$ cat src/rtl/ufd_pkg.sv
package ufd_pkg;

  // Queue geometry
  localparam int unsigned FIFO_DEPTH = 16;
  localparam int unsigned PTR_W      = 4;
  localparam int unsigned CNT_W      = 5;
  localparam logic [4:0]  CNT_FULL   = 5'h10;

  // Register offsets
  localparam logic [2:0] OFF_DATA = 3'h0;
  localparam logic [2:0] OFF_IER  = 3'h1;
  localparam logic [2:0] OFF_IIR  = 3'h2;
  localparam logic [2:0] OFF_LCR  = 3'h3;
  localparam logic [2:0] OFF_LSR  = 3'h5;

  // Field positions of the FIFO control write
  localparam int unsigned FCR_EN    = 0;
  localparam int unsigned FCR_RXCLR = 1;
  localparam int unsigned FCR_TXCLR = 2;
  localparam int unsigned FCR_DMA   = 3;
  localparam int unsigned FCR_TRIG  = 6;

  // Interrupt identity codes
  localparam logic [3:0] ID_NONE = 4'h1;
  localparam logic [3:0] ID_THRE = 4'h2;
  localparam logic [3:0] ID_RDA  = 4'h4;
  localparam logic [3:0] ID_LS   = 4'h6;
  localparam logic [3:0] ID_TO   = 4'hC;

  // Reset values
  localparam logic [2:0] IER_RST = 3'h0;
  localparam logic [3:0] LCR_RST = 4'h3;

  // Timing: ticks of the 16x receiver clock per bit; TO_CHARS is unused, the timeout is four char times
  localparam logic [9:0] TICKS_PER_BIT = 10'h010;
  localparam logic [1:0] TO_CHARS      = 2'h3;

  typedef struct packed {
    logic [2:0] addr;
    logic [7:0] wdata;
    logic       wr;
    logic       rd;
  } ufd_bus_req_t;

  typedef struct packed {
    logic       valid;
    logic [7:0] data;
  } ufd_char_t;

endpackage

$ cat src/rtl/ufd_fifo_dma.sv
`timescale 1ns/1ns
// What this block does
// - Two sixteen-byte queues, transmit and receive
// - Receive threshold selectable: 1, 4, 8, 14
// - Receive queue fills to sixteen past threshold
// - Transmitter loads byte as soon as present
// - Writes refused while transmit queue full
// - Transmit-empty interrupt while queue empty
// - First write into empty queue drops it
// - Re-emptying waits one character time
// - Two bytes held together cancel delay
// - Receive interrupt when count reaches threshold
// - Full receive queue rejects, sets overrun
// - Timeout after four idle character times
// - Read or new character clears timeout
// - Single mode: receive request while nonempty
// - Single mode: transmit request while empty
// - Multi mode: receive request threshold/timeout
// - Multi mode: transmit request while not full
// - Data ready sets on push, clears empty
// - Line status outranks received data
// - Write or identity read clears transmit-empty
// - Enables off: no threshold or timeout shown
module ufd_fifo_dma (
  input  wire logic                  clk_sys,
  input  wire logic                  srst,
  input  wire ufd_pkg::ufd_bus_req_t bus_req,
  output logic [7:0]                 rd_data,
  input  wire ufd_pkg::ufd_char_t    rx_char,
  input  wire logic                  tx_shift_idle,
  input  wire logic                  rclk16,
  output logic                       tx_load,
  output logic [7:0]                 tx_byte,
  output logic                       intr,
  output logic                       rx_dma_req,
  output logic                       tx_dma_req
);
  import ufd_pkg::*;

  typedef struct packed {
    logic [15:0][7:0] txm;
    logic [15:0][7:0] rxm;
    logic [3:0]       txw;
    logic [3:0]       txr;
    logic [3:0]       rxw;
    logic [3:0]       rxr;
    logic [4:0]       txc;
    logic [4:0]       rxc;
    logic [2:0]       ier;
    logic             fen;
    logic [1:0]       trig;
    logic             dmam;
    logic [3:0]       lcr;
    logic             ovr;
    logic             dr;
    logic             thre;
    logic             two_seen;
    logic             tdly_on;
    logic [9:0]       tdly_cnt;
    logic [11:0]      to_cnt;
    logic             to;
    logic             rxdma;
    logic             txdma;
    logic             intr;
    logic             tx_load;
    logic [7:0]       tx_data;
    logic [7:0]       rdata;
    logic [3:0]       interrupt_identity_register;
    logic [2:0]       rsync;
    logic             rlev;
  } ufd_state_t;

  ufd_state_t s_q;
  ufd_state_t s_d;
  logic       tick;
  logic       tx_push;
  logic       tx_pop;
  logic       rx_push;
  logic       rx_pop;
  logic       wr_data;
  logic       tx_empty_ev;
  logic       tx_clr;
  logic       rx_clr;
  logic [4:0] txc_n;
  logic [4:0] rxc_n;

  // Threshold level for the two-bit selector
  function automatic logic [4:0] trig_level(input logic [1:0] sel);
    unique case (sel)
      2'h0: trig_level = 5'h01;
      2'h1: trig_level = 5'h04;
      2'h2: trig_level = 5'h08;
      2'h3: trig_level = 5'h0E;
    endcase
  endfunction

  // Character length in 16x ticks: start, data, parity, stop bits
  function automatic logic [9:0] char_ticks(input logic [3:0] lcr);
    logic [9:0] bits;
    bits = 10'h007 + {8'h00, lcr[1:0]} + {9'h000, lcr[3]}
         + {9'h000, lcr[2]};
    char_ticks = 10'((bits * TICKS_PER_BIT) & 10'h3FF);
  endfunction

  // Next state: bus, queues, interrupt pacing and DMA requests
  always_comb
  begin
    s_d = s_q;
    // Rising edge of the 16x clock once the second and third agree
    tick = s_q.rsync[2] & s_q.rsync[1] & ~s_q.rlev;
    s_d.rsync = {s_q.rsync[1:0], rclk16};
    if (s_q.rsync[2] == s_q.rsync[1])
      s_d.rlev = s_q.rsync[2];

    wr_data = bus_req.wr && bus_req.addr == OFF_DATA;
    tx_push = wr_data && s_q.txc != CNT_FULL;
    tx_pop  = tx_shift_idle && s_q.txc != 5'h00 && !s_q.tx_load;
    rx_push = rx_char.valid && s_q.rxc != CNT_FULL;
    rx_pop  = bus_req.rd && bus_req.addr == OFF_DATA
              && s_q.rxc != 5'h00;
    // A queue clear overrides this cycle's moves, so flags follow it
    tx_clr = bus_req.wr && bus_req.addr == OFF_IIR
             && bus_req.wdata[FCR_TXCLR];
    rx_clr = bus_req.wr && bus_req.addr == OFF_IIR
             && bus_req.wdata[FCR_RXCLR];
    txc_n = tx_clr ? 5'h00
            : 5'(s_q.txc + {4'h0, tx_push} - {4'h0, tx_pop});
    rxc_n = rx_clr ? 5'h00
            : 5'(s_q.rxc + {4'h0, rx_push} - {4'h0, rx_pop});
    tx_empty_ev = tx_pop && !tx_clr && txc_n == 5'h00;

    // Queue storage and pointers, sixteen entries each
    if (tx_push)
    begin
      s_d.txm[s_q.txw] = bus_req.wdata;
      s_d.txw = 4'(s_q.txw + 4'h1);
    end
    if (tx_pop)
      s_d.txr = 4'(s_q.txr + 4'h1);
    if (rx_push)
    begin
      s_d.rxm[s_q.rxw] = rx_char.data;
      s_d.rxw = 4'(s_q.rxw + 4'h1);
    end
    if (rx_pop)
      s_d.rxr = 4'(s_q.rxr + 4'h1);
    s_d.txc = txc_n;
    s_d.rxc = rxc_n;
    s_d.tx_load = tx_pop;
    s_d.tx_data = s_q.txm[s_q.txr];

    // Full receive queue: extra character flags overrun
    if (rx_char.valid && s_q.rxc == CNT_FULL)
      s_d.ovr = 1'b1;
    else if (bus_req.rd && bus_req.addr == OFF_LSR)
      s_d.ovr = 1'b0;
    s_d.dr = rxc_n != 5'h00;

    // Control writes
    if (bus_req.wr)
    begin
      unique case (bus_req.addr)
        OFF_IER: s_d.ier = bus_req.wdata[2:0];
        OFF_LCR: s_d.lcr = bus_req.wdata[3:0];
        OFF_IIR:
        begin
          s_d.fen  = bus_req.wdata[FCR_EN];
          s_d.dmam = bus_req.wdata[FCR_DMA];
          s_d.trig = bus_req.wdata[FCR_TRIG +: 2];
        end
        default: ;
      endcase
    end

    // Transmit-empty pacing; clears first, sets after so sets win
    s_d.two_seen = s_q.two_seen | (txc_n >= 5'h02);
    if (tx_push)
    begin
      s_d.thre = 1'b0;
      s_d.tdly_on = 1'b0;
    end
    if (bus_req.rd && bus_req.addr == OFF_IIR && s_q.interrupt_identity_register == ID_THRE)
      s_d.thre = 1'b0;
    if (s_q.tdly_on && tick && !tx_push)
    begin
      s_d.tdly_cnt = 10'(s_q.tdly_cnt - 10'h001);
      if (s_q.tdly_cnt == 10'h001)
      begin
        s_d.thre = 1'b1;
        s_d.tdly_on = 1'b0;
      end
    end
    if (tx_empty_ev)
    begin
      s_d.two_seen = 1'b0;
      if (s_q.two_seen)
        s_d.thre = 1'b1;
      else
      begin
        s_d.tdly_on = 1'b1;
        s_d.tdly_cnt = char_ticks(s_q.lcr);
      end
    end
    if (bus_req.wr && bus_req.addr == OFF_IIR
        && bus_req.wdata[FCR_EN] != s_q.fen && txc_n == 5'h00)
    begin
      s_d.thre = 1'b1;
      s_d.tdly_on = 1'b0;
    end

    // Receive timeout timer, counted in 16x ticks
    if (rx_push || rx_pop || rx_clr)
    begin
      s_d.to_cnt = 12'h000;
      s_d.to = 1'b0;
    end
    else if (s_q.rxc != 5'h00 && tick && !s_q.to)
    begin
      s_d.to_cnt = 12'(s_q.to_cnt + 12'h001);
      if (s_d.to_cnt == {char_ticks(s_q.lcr), 2'b00})
        s_d.to = 1'b1;
    end

    // DMA requests per mode
    if (!s_q.dmam)
    begin
      s_d.rxdma = rxc_n != 5'h00;
      s_d.txdma = txc_n == 5'h00;
    end
    else
    begin
      if (rxc_n == 5'h00)
        s_d.rxdma = 1'b0;
      else if (rxc_n >= trig_level(s_q.trig) || s_d.to)
        s_d.rxdma = 1'b1;
      s_d.txdma = txc_n != CNT_FULL;
    end

    // Interrupt identity by priority; enables off show nothing
    if (s_q.ier[2] && s_q.ovr)
      s_d.interrupt_identity_register = ID_LS;
    else if (s_q.ier[0] && s_q.rxc >= trig_level(s_q.trig))
      s_d.interrupt_identity_register = ID_RDA;
    else if (s_q.ier[0] && s_q.to)
      s_d.interrupt_identity_register = ID_TO;
    else if (s_q.ier[1] && s_q.thre)
      s_d.interrupt_identity_register = ID_THRE;
    else
      s_d.interrupt_identity_register = ID_NONE;
    s_d.intr = s_d.interrupt_identity_register != ID_NONE;

    // Read data, valid only the cycle after the read strobe
    s_d.rdata = 8'h00;
    if (bus_req.rd)
    begin
      unique case (bus_req.addr)
        OFF_DATA: s_d.rdata = s_q.rxm[s_q.rxr];
        OFF_IER:  s_d.rdata = {5'h00, s_q.ier};
        OFF_IIR:  s_d.rdata = {{2{s_q.fen}}, 2'b00, s_q.interrupt_identity_register};
        OFF_LCR:  s_d.rdata = {4'h0, s_q.lcr};
        OFF_LSR:  s_d.rdata = {1'b0,
                    s_q.txc == 5'h00 && tx_shift_idle && !s_q.tx_load,
                    s_q.txc == 5'h00, 3'b000, s_q.ovr, s_q.dr};
        default:  s_d.rdata = 8'h00;
      endcase
    end
    if (bus_req.wr && bus_req.addr == OFF_IIR)
    begin
      if (bus_req.wdata[FCR_RXCLR])
      begin
        s_d.rxw = 4'h0;
        s_d.rxr = 4'h0;
        s_d.rxc = 5'h00;
      end
      if (bus_req.wdata[FCR_TXCLR])
      begin
        s_d.txw = 4'h0;
        s_d.txr = 4'h0;
        s_d.txc = 5'h00;
      end
    end
  end

  // State register with synchronous reset
  always_ff @(posedge clk_sys)
  begin
    if (srst)
    begin
      s_q          <= '0;
      s_q.ier      <= IER_RST;
      s_q.lcr      <= LCR_RST;
      s_q.thre     <= 1'b1;
      s_q.txdma    <= 1'b1;
      s_q.interrupt_identity_register      <= ID_NONE;
    end
    else
      s_q <= s_d;
  end

  // Outputs straight from the state register
  assign rd_data    = s_q.rdata;
  assign tx_load    = s_q.tx_load;
  assign tx_byte    = s_q.tx_data;
  assign intr       = s_q.intr;
  assign rx_dma_req = s_q.rxdma;
  assign tx_dma_req = s_q.txdma;

  // Checks
  a_tx_full_refuse: assert property (@(posedge clk_sys) disable iff (srst)
    (wr_data && s_q.txc == CNT_FULL && !tx_pop)
    |=> s_q.txc == CNT_FULL)
    else $error("write taken into full transmit queue");
  a_rx_fill_full: assert property (@(posedge clk_sys) disable iff (srst)
    (s_q.rxc == 5'h0F && rx_char.valid && !rx_pop && !bus_req.wr)
    |=> s_q.rxc == CNT_FULL)
    else $error("receive queue stopped short of sixteen");
  a_overrun_set: assert property (@(posedge clk_sys) disable iff (srst)
    (rx_char.valid && s_q.rxc == CNT_FULL) |=> s_q.ovr)
    else $error("overrun not flagged");
  a_tx_autoload: assert property (@(posedge clk_sys) disable iff (srst)
    (s_q.txc != 5'h00 && tx_shift_idle && !s_q.tx_load)
    |=> tx_load && tx_byte == $past(s_q.txm[s_q.txr]))
    else $error("byte not handed to transmitter");
  a_thre_drop: assert property (@(posedge clk_sys) disable iff (srst)
    (tx_push && s_q.txc == 5'h00) |=> !s_q.thre ##1 s_q.interrupt_identity_register != ID_THRE)
    else $error("transmit-empty not dropped on write");
  a_two_no_delay: assert property (@(posedge clk_sys) disable iff (srst)
    (tx_empty_ev && s_q.two_seen) |=> s_q.thre)
    else $error("delay applied after two bytes held");
  a_rx_dma_single: assert property (@(posedge clk_sys) disable iff (srst)
    (!s_q.dmam && !$past(s_q.dmam)) |-> rx_dma_req == (s_q.rxc != 5'h00))
    else $error("single mode receive request wrong");
  a_tx_dma_multi: assert property (@(posedge clk_sys) disable iff (srst)
    (s_q.dmam && $past(s_q.dmam)) |-> tx_dma_req == (s_q.txc != CNT_FULL))
    else $error("multi mode transmit request wrong");
  a_to_clear: assert property (@(posedge clk_sys) disable iff (srst)
    (rx_push || rx_pop) |=> !s_q.to && s_q.to_cnt == 12'h000)
    else $error("timeout not cleared");
  a_ls_priority: assert property (@(posedge clk_sys) disable iff (srst)
    (s_q.ier[2] && s_q.ovr) |=> s_q.interrupt_identity_register == ID_LS && intr)
    else $error("line status not on top");
  a_polled_quiet: assert property (@(posedge clk_sys) disable iff (srst)
    (s_q.ier == 3'h0) |=> s_q.interrupt_identity_register == ID_NONE)
    else $error("indication with all enables off");

endmodule

$ cat config.mk
export PLATFORM = sky130hd
export DESIGN_NAME = ufd_fifo_dma
export DESIGN_NICKNAME = d
export VERILOG_FILES = /design/src/rtl/ufd_pkg.sv /design/src/rtl/ufd_fifo_dma.sv
export SDC_FILE = /design/constraint.sdc
export NUM_CORES = 1
export LEC_CHECK = 0
export ABC_CLOCK_PERIOD_IN_PS = 4100
export BUFFER_PORTS_ARGS = -buffer_cell sky130_fd_sc_hd__clkbuf_2
export CORE_ASPECT_RATIO = 0.7
export CORE_MARGIN = 3
export CORE_UTILIZATION = 50
export DETAILED_ROUTE_END_ITERATION = 7
export PLACE_DENSITY_LB_ADDON = 0.15
export SLEW_MARGIN = 20
export SYNTH_ARGS = -nofsm -noshare
export SYNTH_HDL_FRONTEND = slang
export SYNTH_SLANG_ARGS = --single-unit
$ cat constraint.sdc
create_clock -name clk_sys -period 4.1 [get_ports clk_sys]
set_clock_uncertainty 0.1 [all_clocks]
set_input_delay 0.82 -clock clk_sys [delete_from_list [all_inputs] [get_ports clk_sys]]
set_output_delay 0.82 -clock clk_sys [all_outputs]
set_load 0.01 [all_outputs]
==> key figures <==
Floorplan
  • Starting Density: 51.02%
  • Die height: 155.6 um
  • Core Box Area: 0.03135 mm2
  • Num rows: 54
  • Ports: 46
  • DIE AREA: 0.03421 mm2
  • Die X: 219.8 um

Clock network
  • Post-CTS Setup Inserts: 0
  • H-tree level count: 2
  • Clock Sink Count: 349
  • CTS root buffer: clkbuf_16
  • Clock transition at the registers of the reported paths: 60 ps
  • Clock buffer count from CTS: 35
  • Max Root-Sink Buffers: 3
  • Worst-skew pair later-pin latency: 520 ps
  • Hold Buf Count CTS: 0
  • CTS tree: done
  • Post_cts resized: 0

Power and ir drop
  • Worst VDD drop: 271.3 uV
  • Leakage: 8.112 nW
  • PwrDens: 467.8 mW/mm2

Routing
  • Iter 0 DRT Violations: 912
  • Routed Antenna Nets: 0
  • Routed vias: 10976
  • DRC Markers: 0
  • Wire length per cell: 18.34 um
  • Drt first pass iters: 5
  • Via/cell ratio: 5.496
  • Post-Route WL: 36620 um

GRT
  • GR Overflow Total: 0
  • Largest net degree at the start of global routing: 139
  • Vias in the first global route: 10425
  • Initial antenna violation count: 2
  • GRT Resource Usage Total: 21.67%
  • First-pass GRT wire length: 59090 um

Timing
  • Final worst path period need: 3881 ps
  • RSZ-0062 raised after global routing: false
  • Max-slew violation count: 0
  • Final setup fails: 0
  • Setup TNS: 0 ps
  • FMAX: 257.7 MHz
  • Slew @ Worst Pin: 868.1 ps
  • Hold slack: 380.3 ps
  • Hold Fails Final Rpt: 0
  • PnR worst setup slack: 219.2 ps
  • Slew HR: 41.34%
  • Fin crit share: 94.65%

Synth
  • Top-area cell type share of the netlist area: 43.68%
  • Area contributors post-synth: dfxtp_1 (44%), mux2i_1 (15%), mux4_2 (11%), nor2_1 (8.7%), ha_1 (2.9%)
  • Syn Nets: 1627
  • Netlist cell types: 68
  • Post-synthesis average cell area: 10.25 um2
  • Gate Count Post-Synth: 1561
  • Yosys warns: 0
  • Most used flip-flop cell after synthesis: dfxtp_1
  • Most common library cells after synthesis: nor2_1 (371), dfxtp_1 (349), mux2i_1 (240)
  • Most frequent cell after synthesis: nor2_1
  • Synth area leader: dfxtp_1
  • Seq/Total Area, Yosys: 43.68%
  • EDFF count, synth: 0
  • Yosys reg bits: 349
  • Netlist Area Pre-Place: 0.01600 mm2
  • Ys async rst share: 0%

Setup path
  • CP required: 4390 ps
  • Crit end category: flop
  • R2R Path Start: s_q[69]
  • R2R Setup Slk: 220 ps
  • Max FO, Critical Path: 4
  • R2R Path End: rx_dma_req
  • Setup CP Type: reg2reg
  • Reg2Reg Depth: 16
  • Startpoint types: flop
  • WP data arrival: 4170 ps

Placement
  • Routability cong.: 0.8677
  • Placement Cell Area: 0.01647 mm2
  • Post-DP HPWL: 25180 um
  • Placed cells: 1936
  • PortBufs: 45
  • Worst slack at placement: -16.96 ps

Min path
  • HP Class: reg2reg
  • Hold wc startpoint: s_d[3]
  • Hold Path Cell Cnt: 1
  • Hold endpoint: s_q[3]

Cells and area
  • Design Area, Final: 0.01758 mm2
  • Area Overhead vs Synth: 9.895%
  • FF/Latch Area: 0.006989 mm2
  • Nets@finish: 1619
  • Multi-input logic area: 0.008352 mm2
  • Layout cells sized above 1: 15.48%
  • FILL cells: 2719
  • Final non-filler cell total: 1997

Status
  • Status: completed

Run
  • Max cap viols: 0
==> state kept, by name, summed over array words and instances (netlist names) <==
name / flops
rx_dma_req: 1
tx_load: 1
s_q: 327
s_d: 2
tx_dma_req: 1
tx_byte: 8
intr: 1
rd_data: 8
==> per-layer routing <==
metal / track usage (%) / up-vias / routed length (um)
met5: 0 / - / 13
met4: 4.841 / 2 / 623
met3: 3.932 / 47 / 1670
met2: 31.72 / 201 / 15500
met1: 33.37 / 5327 / 18810
li1: - / 5399 / -
==> worst max-delay path, cell delays in order, from the launching register on <==
cell,delay [ps]
dfxtp_1,370
inv_1,80
ha_1,210
nor4b_1,150
buf_4,160
or4b_2,670
nand2_1,80
nand2_1,60
ha_1,200
inv_1,70
fa_1,420
nor2_1,130
ha_1,240
a21o_1,160
a21o_1,160
a2111oi_0,360
a21boi_0,130
==> cells in the final DEF, fill, tap and decap left out, types with 8 or more instances in the layout <==
| cell type | Yosys | routed |
|---|---|---|
| xnor2_1 | 13 | 13 |
| nor3_1 | 11 | 10 |
| inv_1 | 39 | 37 |
| nand2b_1 | 11 | 10 |
| nand2_1 | 29 | 29 |
| ha_1 | 37 | 36 |
| clkbuf_16 | 0 | 35 |
| nor2_1 | 371 | 371 |
| nor2b_1 | 18 | 18 |
| dfxtp_1 | 349 | 347 |
| buf_4 | 19 | 27 |
| nand3_2 | 12 | 12 |
| mux4_2 | 79 | 79 |
| nand4_1 | 15 | 15 |
| nand3_1 | 23 | 23 |
| or3_1 | 10 | 9 |
| clkbuf_2 | 0 | 44 |
| a21oi_1 | 51 | 50 |
| clkbuf_8 | 0 | 8 |
| clkbuf_1 | 77 | 8 |
| a31oi_1 | 8 | 8 |
| xor2_1 | 27 | 27 |
| mux2i_1 | 240 | 239 |
==> cell families after synthesis <==
group | synth area share, %
AND/OR/NAND/NOR | 15.86
multiplexers | 26.54
adder cells (fa/ha/maj) | 3.332
buffers and inverters | 4.349
flip-flops | 43.68
XOR/XNOR | 2.190
AO/OA/AOI/OAI | 4.052
==> where the power goes <==
part           switching (mW)  internal (mW)
sequential              0.144           3.51
combinational           0.801          0.676
clock                    1.31           1.78
==> metrics by stage <==
stage | utilization (%) | total power, mW
after floorplan | - | 4.804
after global placement | 52.55 | 5.158
after detailed placement | 52.55 | 5.185
after CTS | 56.05 | 8.290
after global routing | 56.07 | 8.636
final | 56.07 | 8.224
==> how the worst max path moves through the flow <==
stage | slack, ps | from | cells past startpoint | end
2_1_floorplan | 20 | bus_req[11] | 16 | s_q[53]
3_3_place_gp | 30 | bus_req[10] | 14 | rx_dma_req
3_5_place_dp | -20 | bus_req[10] | 14 | rx_dma_req
4_1_cts | 220 | s_q[69] | 16 | rx_dma_req
5_1_grt | 40 | s_q[69] | 16 | rx_dma_req
6_report | 220 | s_q[69] | 16 | rx_dma_req
==> layout make-up <==
type	count	area share, %
clock buffers	51	5.780
multi-input cells	1053	47.51
diodes	1	0.01424
inverters	41	0.8755
clock inverters	9	0.4627
flip-flops and latches	349	39.76
well taps	420	2.990
repair buffers	73	2.605
(Power assumes the default switching activity.)
